File: config.mk
export PLATFORM = sky130hd
export DESIGN_NAME = sgt_top
export DESIGN_NICKNAME = d
export VERILOG_FILES = /design/src/inc/sgt_pkg.sv /design/src/verilog/sgt_counter.sv /design/src/verilog/sgt_top.sv
export SDC_FILE = /design/constraint.sdc
export NUM_CORES = 1
export LEC_CHECK = 0
export CAP_MARGIN = 5
export CELL_PAD_IN_SITES_DETAIL_PLACEMENT = 2
export CELL_PAD_IN_SITES_GLOBAL_PLACEMENT = 2
export CORE_ASPECT_RATIO = 1.1
export CORE_MARGIN = 5
export CORE_UTILIZATION = 39
export DETAILED_ROUTE_END_ITERATION = 10
export DONT_BUFFER_PORTS = 1
export PLACE_DENSITY = 0.9
export SETUP_SLACK_MARGIN = 0.2
export SYNTH_ARGS = -nofsm -noshare
export SYNTH_HDL_FRONTEND = slang
export SYNTH_HIERARCHICAL = 1
export SYNTH_SLANG_ARGS = --single-unit
File: constraint.sdc
create_clock -name i_mclk -period 3.8 [get_ports i_mclk]
set_input_delay 0.76 -clock i_mclk [delete_from_list [all_inputs] [get_ports i_mclk]]
set_output_delay 0.76 -clock i_mclk [all_outputs]
set_load 0.05 [all_outputs]
File: src/inc/sgt_pkg.sv
// constants, types and helpers of the system guard timer block
package sgt_pkg;

    // ==========================================================
    // register byte offsets
    localparam logic [12:0] OFS_FLASH_CFG2 = 13'h1050;
    localparam logic [12:0] OFS_SERIAL_MH = 13'h1058;
    localparam logic [12:0] OFS_SERIAL_ML = 13'h105c;
    localparam logic [12:0] OFS_SERIAL_L = 13'h1060;
    localparam logic [12:0] OFS_GUARD_CTRL = 13'h1100;
    localparam logic [12:0] OFS_GUARD_SVC = 13'h1104;
    localparam logic [12:0] OFS_IRQ_STATUS = 13'h1108;
    localparam logic [12:0] OFS_IRQ_MASK = 13'h110c;
    localparam logic [12:0] OFS_GUARD_COUNT = 13'h1110;

    // ==========================================================
    // field positions and reset values
    localparam int CTRL_TSEL_LSB = 2;
    localparam int CTRL_CLKSEL_BIT = 1;
    localparam int CTRL_WINDOW_BIT = 0;
    localparam int IRQ_TIMEOUT_BIT = 0;
    localparam int IRQ_EARLY_BIT = 1;
    localparam int IRQ_BADKEY_BIT = 2;
    localparam logic [3:0] GUARD_CTRL_RESET = 4'h0;
    localparam logic [2:0] IRQ_MASK_RESET = 3'h0;
    localparam logic [6:0] FLASH_END_DEFAULT = 7'h10;
    localparam logic [7:0] KEY_FIRST = 8'h55;
    localparam logic [7:0] KEY_SECOND = 8'haa;

    // ==========================================================
    // timeout periods in ticks of the selected source
    localparam logic [1:0] TSEL_OFF = 2'h0;
    localparam logic [1:0] TSEL_SHORT = 2'h1;
    localparam logic [1:0] TSEL_MID = 2'h2;
    localparam logic [18:0] PERIOD_LPO_SHORT = 19'h00020;
    localparam logic [18:0] PERIOD_LPO_MID = 19'h00100;
    localparam logic [18:0] PERIOD_LPO_LONG = 19'h00400;
    localparam logic [18:0] PERIOD_BUS_SHORT = 19'h02000;
    localparam logic [18:0] PERIOD_BUS_MID = 19'h10000;
    localparam logic [18:0] PERIOD_BUS_LONG = 19'h40000;

    // ==========================================================
    // types
    typedef struct packed {
        logic [1:0] tsel;
        logic clk_sel;
        logic window;
    } sgt_ctrl_t;

    typedef struct packed {
        logic badkey;
        logic early;
        logic timeout;
    } sgt_irq_t;

    // window opens three quarters into the period
    function automatic logic [18:0] sgt_window_start(input logic [18:0] p);
        return p - (p >> 2);
    endfunction

endpackage

File: src/verilog/sgt_counter.sv
// timeout counter of the guard timer
module sgt_counter
    import sgt_pkg::*;
#(
    parameter int WIDTH = 19
)(
    // clock and reset
    input wire logic i_mclk,
    input wire logic i_rstn,
    // control
    input wire logic i_tick,
    input wire logic i_clear,
    input wire logic [WIDTH-1:0] i_period,
    // state
    output logic [WIDTH-1:0] o_count,
    output logic o_expired
);

    // ==========================================================
    // counting
    logic [WIDTH-1:0] last;
    assign last = i_period - WIDTH'(1);

    always_ff @(posedge i_mclk or negedge i_rstn) begin
        if (!i_rstn) begin
            o_count <= '0;
        end else if (i_clear) begin
            o_count <= '0;
        end else if (i_tick) begin
            // wrap so a missed reset request still retriggers
            o_count <= (o_count == last) ? '0 : o_count + WIDTH'(1);
        end
    end

    always_ff @(posedge i_mclk or negedge i_rstn) begin
        if (!i_rstn) begin
            o_expired <= 1'b0;
        end else begin
            o_expired <= i_tick & ~i_clear & (o_count == last);
        end
    end

endmodule

File: src/verilog/sgt_top.sv
// guard timer, flash end and unique serial registers on avalon-mm
//
// What this block does
// RQ1 - control register bits accept only the first write after reset
// RQ2 - timeout select: off, 2^5/2^13, 2^8/2^16, 2^10/2^18 cycles
// RQ3 - clock select 0 uses the 1 kHz oscillator, 1 the bus clock
// RQ4 - bit 0 picks windowed mode, honoured only on the bus clock
// RQ5 - service window opens at three quarters of the timeout period
// RQ6 - writing 0x55 then 0xaa to the service byte restarts the counter
// RQ7 - flash end field at bits 30-24 gives first unimplemented address
// RQ8 - bit 23 of flash configuration always reads one
// RQ9 - reserved fields of flash configuration and control read zero
// RQ10 - three read-only registers return the 80-bit unique serial
// RQ11 - flash end field maps to address bits 19-13
// RQ12 - unserviced expiry of the enabled timer requests a system reset
//
// The Avalon-MM register port was chosen for this implementation.
module sgt_top
    import sgt_pkg::*;
#(
    parameter logic [6:0] FLASH_END_BLOCK = FLASH_END_DEFAULT,
    // value is arbitrary
    parameter logic [79:0] UNIQUE_SERIAL = 80'h0123_4567_89ab_cdef_0f1e,
    parameter logic [18:0] BUS_SHORT = PERIOD_BUS_SHORT,
    parameter logic [18:0] BUS_MID = PERIOD_BUS_MID,
    parameter logic [18:0] BUS_LONG = PERIOD_BUS_LONG
)(
    // clock and reset
    input wire logic i_mclk,
    input wire logic i_rstn,
    // avalon-mm slave
    input wire logic [12:0] i_address,
    input wire logic i_read,
    input wire logic i_write,
    input wire logic [31:0] i_writedata,
    input wire logic [3:0] i_byteenable,
    output logic [31:0] o_readdata,
    output logic o_waitrequest,
    // low power oscillator pin
    input wire logic i_lpo_clk,
    // system outputs
    output logic o_reset_req,
    output logic o_irq
);

    // ==========================================================
    // bus handshake
    logic wr_fire;
    logic wr_ok;
    logic [31:0] next_readdata;

    assign wr_fire = i_write & ~i_read & ~o_waitrequest;
    assign wr_ok = wr_fire & i_byteenable[0];

    // one wait cycle per access, answer taken at the second edge
    always_ff @(posedge i_mclk or negedge i_rstn) begin
        if (!i_rstn) begin
            o_waitrequest <= 1'b1;
        end else if ((i_read | i_write) && o_waitrequest) begin
            o_waitrequest <= 1'b0;
        end else begin
            o_waitrequest <= 1'b1;
        end
    end

    // operands are arguments so continuous assigns track every change
    function automatic logic hit(input logic en, input logic [12:0] a,
                                 input logic [12:0] ofs);
        return en && a == ofs;
    endfunction

    // ==========================================================
    // control register
    sgt_ctrl_t ctrl;
    logic ctrl_locked;

    always_ff @(posedge i_mclk or negedge i_rstn) begin
        if (!i_rstn) begin
            ctrl <= GUARD_CTRL_RESET;
            ctrl_locked <= 1'b0;
        end else if (hit(wr_ok, i_address, OFS_GUARD_CTRL) &&
                     !ctrl_locked) begin
            ctrl <= i_writedata[3:0]; // RQ1
            ctrl_locked <= 1'b1; // RQ1
        end
    end

    logic enabled;
    logic win_on;
    logic [18:0] period;

    assign enabled = ctrl.tsel != TSEL_OFF;
    assign win_on = ctrl.window & ctrl.clk_sel; // RQ4

    always_comb begin
        unique case (ctrl.tsel) // RQ2
            TSEL_OFF: period = BUS_LONG;
            TSEL_SHORT: period = ctrl.clk_sel ? BUS_SHORT : PERIOD_LPO_SHORT;
            TSEL_MID: period = ctrl.clk_sel ? BUS_MID : PERIOD_LPO_MID;
            default: period = ctrl.clk_sel ? BUS_LONG : PERIOD_LPO_LONG;
        endcase
    end

    // ==========================================================
    // oscillator synchroniser and tick
    logic lpo_meta;
    logic lpo_sync;
    logic lpo_prev;
    logic lpo_tick;
    logic tick;

    always_ff @(posedge i_mclk or negedge i_rstn) begin
        if (!i_rstn) begin
            lpo_meta <= 1'b0;
            lpo_sync <= 1'b0;
            lpo_prev <= 1'b0;
        end else begin
            lpo_meta <= i_lpo_clk;
            lpo_sync <= lpo_meta;
            lpo_prev <= lpo_sync;
        end
    end

    assign lpo_tick = lpo_sync & ~lpo_prev;
    assign tick = enabled & (ctrl.clk_sel | lpo_tick); // RQ3

    // ==========================================================
    // service key sequence
    typedef enum logic {SRV_IDLE, SRV_ARMED} sgt_srv_t;
    sgt_srv_t srv_state;
    logic key_write;
    logic is_first;
    logic is_second;
    logic service_done;
    logic bad_key;

    assign key_write = hit(wr_ok, i_address, OFS_GUARD_SVC);
    assign is_first = i_writedata[7:0] == KEY_FIRST;
    assign is_second = i_writedata[7:0] == KEY_SECOND;
    assign service_done = key_write & is_second & (srv_state == SRV_ARMED);
    assign bad_key = key_write & ~is_first & ~service_done;

    always_ff @(posedge i_mclk or negedge i_rstn) begin
        if (!i_rstn) begin
            srv_state <= SRV_IDLE;
        end else if (key_write) begin
            // any other value breaks the pair
            srv_state <= is_first ? SRV_ARMED : SRV_IDLE; // RQ6
        end
    end

    // ==========================================================
    // counter, window and reset request
    logic [18:0] count;
    logic expired;
    logic win_open;
    logic early;
    logic restart;

    assign win_open = count >= sgt_window_start(period); // RQ5
    // servicing before the window opens counts as a fault
    assign early = service_done & enabled & win_on & ~win_open; // RQ5
    assign restart = service_done & ~early; // RQ6

    sgt_counter #(
        .WIDTH(19)
    ) u_counter (
        .i_mclk(i_mclk),
        .i_rstn(i_rstn),
        .i_tick(tick),
        .i_clear(restart | ~enabled),
        .i_period(period),
        .o_count(count),
        .o_expired(expired)
    );

    // held until the system reset that it asks for arrives
    always_ff @(posedge i_mclk or negedge i_rstn) begin
        if (!i_rstn) begin
            o_reset_req <= 1'b0;
        end else if (expired | early) begin
            o_reset_req <= 1'b1; // RQ12
        end
    end

    // ==========================================================
    // interrupt status and mask
    sgt_irq_t irq_status;
    sgt_irq_t irq_mask;
    sgt_irq_t irq_set;
    sgt_irq_t irq_clr;
    sgt_irq_t next_status;

    assign irq_set = '{badkey: bad_key, early: early, timeout: expired};
    assign irq_clr = hit(wr_ok, i_address, OFS_IRQ_STATUS) ?
                     i_writedata[2:0] : 3'h0;
    // set wins over a clear in the same cycle
    assign next_status = (irq_status & ~irq_clr) | irq_set;

    always_ff @(posedge i_mclk or negedge i_rstn) begin
        if (!i_rstn) begin
            irq_status <= '0;
        end else begin
            irq_status <= next_status;
        end
    end

    always_ff @(posedge i_mclk or negedge i_rstn) begin
        if (!i_rstn) begin
            irq_mask <= IRQ_MASK_RESET;
        end else if (hit(wr_ok, i_address, OFS_IRQ_MASK)) begin
            irq_mask <= i_writedata[2:0];
        end
    end

    always_ff @(posedge i_mclk or negedge i_rstn) begin
        if (!i_rstn) begin
            o_irq <= 1'b0;
        end else begin
            o_irq <= |(next_status & irq_mask);
        end
    end

    // ==========================================================
    // read data
    always_comb begin
        unique case (i_address)
            OFS_FLASH_CFG2: begin
                // field is address bits 19-13 of the first hole
                next_readdata = {1'b0, FLASH_END_BLOCK, 1'b1,
                                 7'h00, 16'h0000}; // RQ7 RQ8 RQ9 RQ11
            end
            OFS_SERIAL_MH: next_readdata = {16'h0000,
                                            UNIQUE_SERIAL[79:64]}; // RQ10
            OFS_SERIAL_ML: next_readdata = UNIQUE_SERIAL[63:32]; // RQ10
            OFS_SERIAL_L: next_readdata = UNIQUE_SERIAL[31:0]; // RQ10
            OFS_GUARD_CTRL: next_readdata = {28'h0000000, ctrl}; // RQ9
            OFS_IRQ_STATUS: next_readdata = {29'h00000000, irq_status};
            OFS_IRQ_MASK: next_readdata = {29'h00000000, irq_mask};
            OFS_GUARD_COUNT: next_readdata = {13'h0000, count};
            default: next_readdata = 32'h00000000;
        endcase
    end

    always_ff @(posedge i_mclk or negedge i_rstn) begin
        if (!i_rstn) begin
            o_readdata <= 32'h00000000;
        end else if (i_read && o_waitrequest) begin
            o_readdata <= next_readdata;
        end
    end
endmodule

==> results.md, run 1 <==
* Outcome: finished clean
* Finished Core Util at 0.457
* Number of max-cap violations at 0
* Max VDD drop at 0.342 mV
* Synthesized area per cell at 9.03 um^2
* Skew final at 0.0150 ns
* Setup_tns at 0 ns
* IO Count at 89
* Fraction of registers with async set/reset at 1.00
* Most frequent cells in the layout: 67 x nand2_1, 58 x dfrtp_1, 53 x conb_1
* Number of port buffers at 0
* Yosys top cell by area: dfrtp_1
* Row cnt at 41
* Hold Crit Class: input port to async pin
* Endpoint type of the worst setup path: register
* Final min period at ~3.6 ns
* Fmax at between 200 and 300 MHz
* Die Area at 14000 um^2
* Slew Limit Headroom at 0.201
* Gate Count Post-Synth at 507
* Setup CP Type: register to register
* Mapped Area at about 4600 um^2
* CTS tree: yes
* Synth top area share at 0.328
* Root Driver: clkbuf_16
* Vias in the first global route at 4919
* Seq/Total Area, Yosys at 0.334
* Critical path launch point type: register
* Post-DP HPWL at roughly 12000 um
* Synth warn at 6
* Synth top area cells: dfrtp_1 33%, nand2_1 5.5%, ha_1 4.4%
* Critical path data arrival time at 3.85 ns
* Pin count of the biggest net entering global routing at 62
* Core Area at about 11000 um^2
* DRT antenna net count at 0
* CTS Buffer Depth at 2
* Worst skew pair latency at 0.34 ns
* DRC errors left at 0
* Most common cell after layout, fill and taps aside: nand2_1
* Num CTS Buffers at 9
* Total track usage at 0.278
* Worst-Margin Slew at approximately 1.2 ns
* Library cells used by synthesis at 78
* Initial antenna violation count at 0
* GRT overflow at 0
* 1st-iter DRT viols at 426
* TritonRoute pass-1 iters at 5
* WP data required at just over 4 ns
* First-pass GRT wire length at approximately 29000 um
* Slew Limit Fails at 0
* GP Congestion at ~0.84
* Post-Route WL at 22400 um
* Flops & latches, synth at 61
* Crit path max fanout at 13
* Chip width at approximately 110 um
* Initial Utilization at 0.398
* Crit share post-route at 0.951
* Number of synthesized flops with an enable pin at 0
* Syn-to-layout area delta at 14.7%
* Hold buffers post-CTS at 0
* Vias/cell at 6.62
* Top_reg_cell synth: dfrtp_1
* Pleak at 2.17 nW
* Nets at 625
* Clk sinks at 61
* Clk slew on worst S/H paths at 0.06 ns
* Pwr/cell area at 323 nW/um^2
* Total number of vias at between 4000 and 5000
* Die H at 124 um
* H-Tree Depth at 3
* Drt wl/cell at 31.5 um
* Final setup viols at 0
* Hold Fails Final Rpt at 0
* Layout cell share with drive strength beyond 1 at 0.184
* Unrepaired setup endpoints after global routing: false
* Hold_ws at 0.108 ns
* Diode count at 0
[worst max-delay path: stages, from the launching register on]
cell      delay [ns]
dfrtp_2         0.49
or3b_2          0.54
ha_1            0.35
nor2b_1         0.16
o311a_1         0.34
a211oi_4        0.26
o211ai_1        0.18
a21o_1          0.29
nor2_1          0.28
buf_4           0.29
and2_1          0.20
a31oi_4         0.04
o31ai_2         0.09
[final timing paths]
kind,slack [ns],startpoint,endpoint,depth (start not counted)
worst min-delay path,0.11,i_rstn,irq_mask[2],0
worst max-delay path,0.19,ctrl[3],u_counter/o_count[6],12
worst min register to register,0.36,lpo_meta,lpo_sync,0
worst max register to register,0.19,ctrl[3],u_counter/o_count[6],12
min in group i_mclk,0.36,lpo_meta,lpo_sync,0
max in group asynchronous,3.51,i_rstn,o_waitrequest,0
[repair_timing]
item / CTS / global route
pin swaps: 1 / 1
gates resized for setup: 2 / 6
endpoints found under the setup margin: 15 / 14
buffers inserted: 0 / 4
[cells in the mapped netlist (all sizes together), types with 2 or more instances]
| library cell | n |
|---|---|
| a2111oi | 3 |
| a211oi | 3 |
| a21boi | 7 |
| a21o | 6 |
| a21oi | 18 |
| a22oi | 2 |
| a31oi | 6 |
| a41oi | 2 |
| and2 | 3 |
| and3 | 10 |
| and4 | 4 |
| buf | 20 |
| clkbuf | 10 |
| conb | 2 |
| dfrtp | 60 |
| ha | 16 |
| inv | 18 |
| mux2 | 9 |
| mux2i | 5 |
| nand2 | 68 |
| nand2b | 12 |
| nand3 | 34 |
| nand3b | 7 |
| nand4 | 7 |
| nor2 | 25 |
| nor2b | 6 |
| nor3 | 11 |
| nor3b | 4 |
| nor4 | 11 |
| nor4bb | 2 |
| o211ai | 4 |
| o21ai | 36 |
| o311ai | 11 |
| or2 | 4 |
| or3 | 6 |
| or3b | 4 |
| or4 | 5 |
| or4b | 2 |
| xnor2 | 15 |
| xor2 | 10 |
[area by class of cell]
cell class                 count  area (um^2)
inverter                      18         67.6
sequential                    61         1530
clock inverter                 6         86.3
fill                        1243         6240
timing repair buffer          16          120
clock buffer                  10          239
tap                          150          188
multi-input combinational    449         3020
[registers in the layout, indices dropped and copies added, names as in the netlist]
| register | cells |
|---|---|
| srv_state | 1 |
| lpo_sync | 1 |
| o_reset_req | 1 |
| o_waitrequest | 1 |
| ctrl | 4 |
| lpo_meta | 1 |
| irq_mask | 3 |
| o_readdata | 23 |
| lpo_prev | 1 |
| u_counter/o_count | 19 |
| u_counter/o_expired | 1 |
| ctrl_locked | 1 |
| irq_status | 3 |
| o_irq | 1 |
[per-stage QoR]
step / power (mW) / setup WS (ns) / area [um^2] / std cells
floorplan: 0.748 / 0.473 / 4770 / 558
global placement: 0.750 / 0.344 / 4860 / 690
detailed placement: 0.754 / 0.213 / 4860 / 690
CTS: 1.67 / 0.220 / 5190 / 706
global route: 1.73 / 0.132 / 5250 / 710
finish: 1.69 / 0.185 / 5250 / 710
[routing by layer]
metal | track usage | vias to the layer above | share of wire
met1 | 0.310 | 2380 | 0.37
met2 | 0.491 | 306 | 0.50
met5 | 0 | - | 0
met4 | 0.164 | 0 | 0.072
li1 | - | 1890 | -
met3 | 0.0559 | 126 | 0.059
[kinds of logic after synthesis]
family | after synthesis | synth area share
simple gates | 231 | 0.293
mux | 14 | 0.0331
flops | 61 | 0.334
compound gates | 110 | 0.191
other cells | 2 | 0.00164
buf+inv | 48 | 0.0566
fa+ha+maj | 16 | 0.0437
xor+xnor | 25 | 0.0478
[where the power goes]
part | internal [mW] | switching (mW)
Clock | 0.592 | 0.346
Combinational | 0.0284 | 0.0668
Sequential | 0.654 | 0.00738
Note: power is estimated with default switching activity, not from simulation.
==> inputs of run 2 (changes only) <==
--- a/config.mk
+++ b/config.mk
@@ -5,15 +5,14 @@
 export SDC_FILE = /design/constraint.sdc
 export NUM_CORES = 1
 export LEC_CHECK = 0
-export CAP_MARGIN = 5
 export CELL_PAD_IN_SITES_DETAIL_PLACEMENT = 2
 export CELL_PAD_IN_SITES_GLOBAL_PLACEMENT = 2
 export CORE_ASPECT_RATIO = 1.1
 export CORE_MARGIN = 5
-export CORE_UTILIZATION = 39
+export CORE_UTILIZATION = 42
 export DETAILED_ROUTE_END_ITERATION = 10
 export DONT_BUFFER_PORTS = 1
-export PLACE_DENSITY = 0.9
+export PLACE_DENSITY = 0.89
 export SETUP_SLACK_MARGIN = 0.2
 export SYNTH_ARGS = -nofsm -noshare
 export SYNTH_HDL_FRONTEND = slang
==> constraint.sdc (replaced) <==
create_clock -name i_mclk -period 4.45 [get_ports i_mclk]
set_input_delay 0.89 -clock i_mclk [delete_from_list [all_inputs] [get_ports i_mclk]]
set_output_delay 0.89 -clock i_mclk [all_outputs]
set_load 0.05 [all_outputs]
==> run 2 against run 1 <==
  * First-iteration DRC count down 8.5%
  * Worst setup slack better by 0.32 ns
  * Sequential cell count unchanged
  * Core utilization up 1.8 points
  * Largest power group unchanged
  * Final cell count shrank 1.5%
==> results.md, run 2 (synthesis gave the netlist of run 1 again) <==
* Outcome: finished clean
* Max VDD drop at 0.211 mV
* TritonRoute pass-1 iters at 6
* Hold Crit Class: input port to async pin
* Layout cell share with drive strength beyond 1 at 0.158
* FF/Latch Area at 1530 um^2
* Crit path buffers/inverters at 0
* Final min period at between 3 and 4 ns
* Slew Limit Headroom at 0.213
* Crit share post-route at 0.886
* Biggest register: o_readdata
* Syn-to-layout area delta at 12.0%
* Number of max-cap violations at 0
* Pin count of the biggest net entering global routing at 62
* CTS Buffer Depth at 2
* Total number of vias at 4416
* DRT antenna net count at 0
* Worst skew pair latency at 0.34 ns
* GRT overflow at 0
* Area of the multi-input gates at ~3000 um^2
* Root Driver: clkbuf_16
* Fmax at 254 MHz
* Crit path max fanout at 12
* Diode count at 0
* Initial Utilization at 0.423
* CP peak stage delay at 0.57 ns
* Clk sinks at 61
* Vias in the first global route at 5019
* Pleak at between 2 and 2.5 nW
* Drt wl/cell at about 27 um
* Die H at about 120 um
* Hold Fails Final Rpt at 0
* Largest regs: o_readdata x23, u_counter/o_count x19, ctrl x4
* Initial antenna violation count at 0
* CP max stage cell: or3b_2
* Setup CP Type: register to register
* Nets at ~620
* Finished Core Util at 0.474
* Pwr/cell area at 268 nW/um^2
* Core Area at 10800 um^2
* IO Count at 89
* Post-Route WL at around 19000 um
* GP Congestion at around 0.83
* Number of port buffers at 0
* Post-CTS Setup Bufs at 0
* Post-DP HPWL at between 10000 and 15000 um
* PostCTS Resize Cnt at 0
* Critical path launch point type: register
* Final setup viols at 0
* Endpoint type of the worst setup path: register
* Hold buffers post-CTS at 0
* # fillers at 1186
* Skew final at about 0.0079 ns
* Most common cell after layout, fill and taps aside: nand2_1
* Most frequent cells in the layout: 67 x nand2_1, 59 x dfrtp_1, 53 x conb_1
* WP data required at 4.66 ns
* Clk slew on worst S/H paths at ~0.060 ns
* Setup_tns at 0 ns
* Slew Limit Fails at 0
* Hold_ws at 0.239 ns
* H-Tree Depth at 3
* Num CTS Buffers at 9
* Crit-path cells: or3b_2, ha_1, nor2b_1, o311a_1, a211oi_1, o211ai_1, a21o_1, a21oi_4, nand2_2, o311ai_0
* CTS tree: yes
* DRC errors left at 0
* Top delay family on crit path: compound AO/OA/AOI/OAI gates
* Unrepaired setup endpoints after global routing: false
* First-pass GRT wire length at approximately 30000 um
* 1st-iter DRT viols at 390
* Worst-Margin Slew at approximately 1.2 ns
* Row cnt at 40
* Die Area at 13100 um^2
* Vias/cell at 6.32
* Max reg flops at 23
* Critical path data arrival time at ~4.2 ns
* Chip width at 110 um
* Total track usage at 0.296
[run 2: through the flow]
step,power (mW),worst slack [ns],std cells,instance area (um^2)
4_1_cts,1.37,0.494,699,5130
5_1_grt,1.42,0.334,699,5130
6_report,1.38,0.508,699,5130
3_3_place_gp,0.641,0.614,683,4820
2_1_floorplan,0.639,0.993,558,4770
3_5_place_dp,0.645,0.390,683,4820
[run 2: final timing paths]
| kind | start | to | slack, ns | cells after the start |
|---|---|---|---|---|
| setup / recovery | ctrl[3] | u_counter/o_count[15] | 0.51 | 10 |
| hold / removal | i_rstn | irq_status[2] | 0.24 | 0 |
| setup reg to reg | ctrl[3] | u_counter/o_count[15] | 0.51 | 10 |
| hold reg to reg | lpo_meta | lpo_sync | 0.36 | 0 |
| max in group asynchronous | i_rstn | o_waitrequest | 4.00 | 0 |
| min in group i_mclk | lpo_meta | lpo_sync | 0.36 | 0 |
[run 2: metal layers]
layer  track usage  share of wire  vias up
li1              -              -     1868
met1         0.336           0.37     2265
met2         0.508           0.50      215
met3        0.0618          0.071       68
met4         0.161          0.053        0
met5             0              0        -
[run 2: power by group]
| group | internal [mW] | switching [mW] | total, mW | leakage [nW] |
|---|---|---|---|---|
| combinational | 0.0242 | 0.0535 | 0.0777 | 1.16 |
| clock | 0.465 | 0.270 | 0.734 | 0.142 |
| sequential | 0.558 | 0.00614 | 0.565 | 0.820 |
[run 2: area by class of cell]
type	instances	area share
clock buffers	13	0.0508
multi-input cells	449	0.582
well taps	147	0.0359
inverters	18	0.0132
clock inverters	3	0.00878
repair buffers	8	0.0117
flip-flops and latches	61	0.298
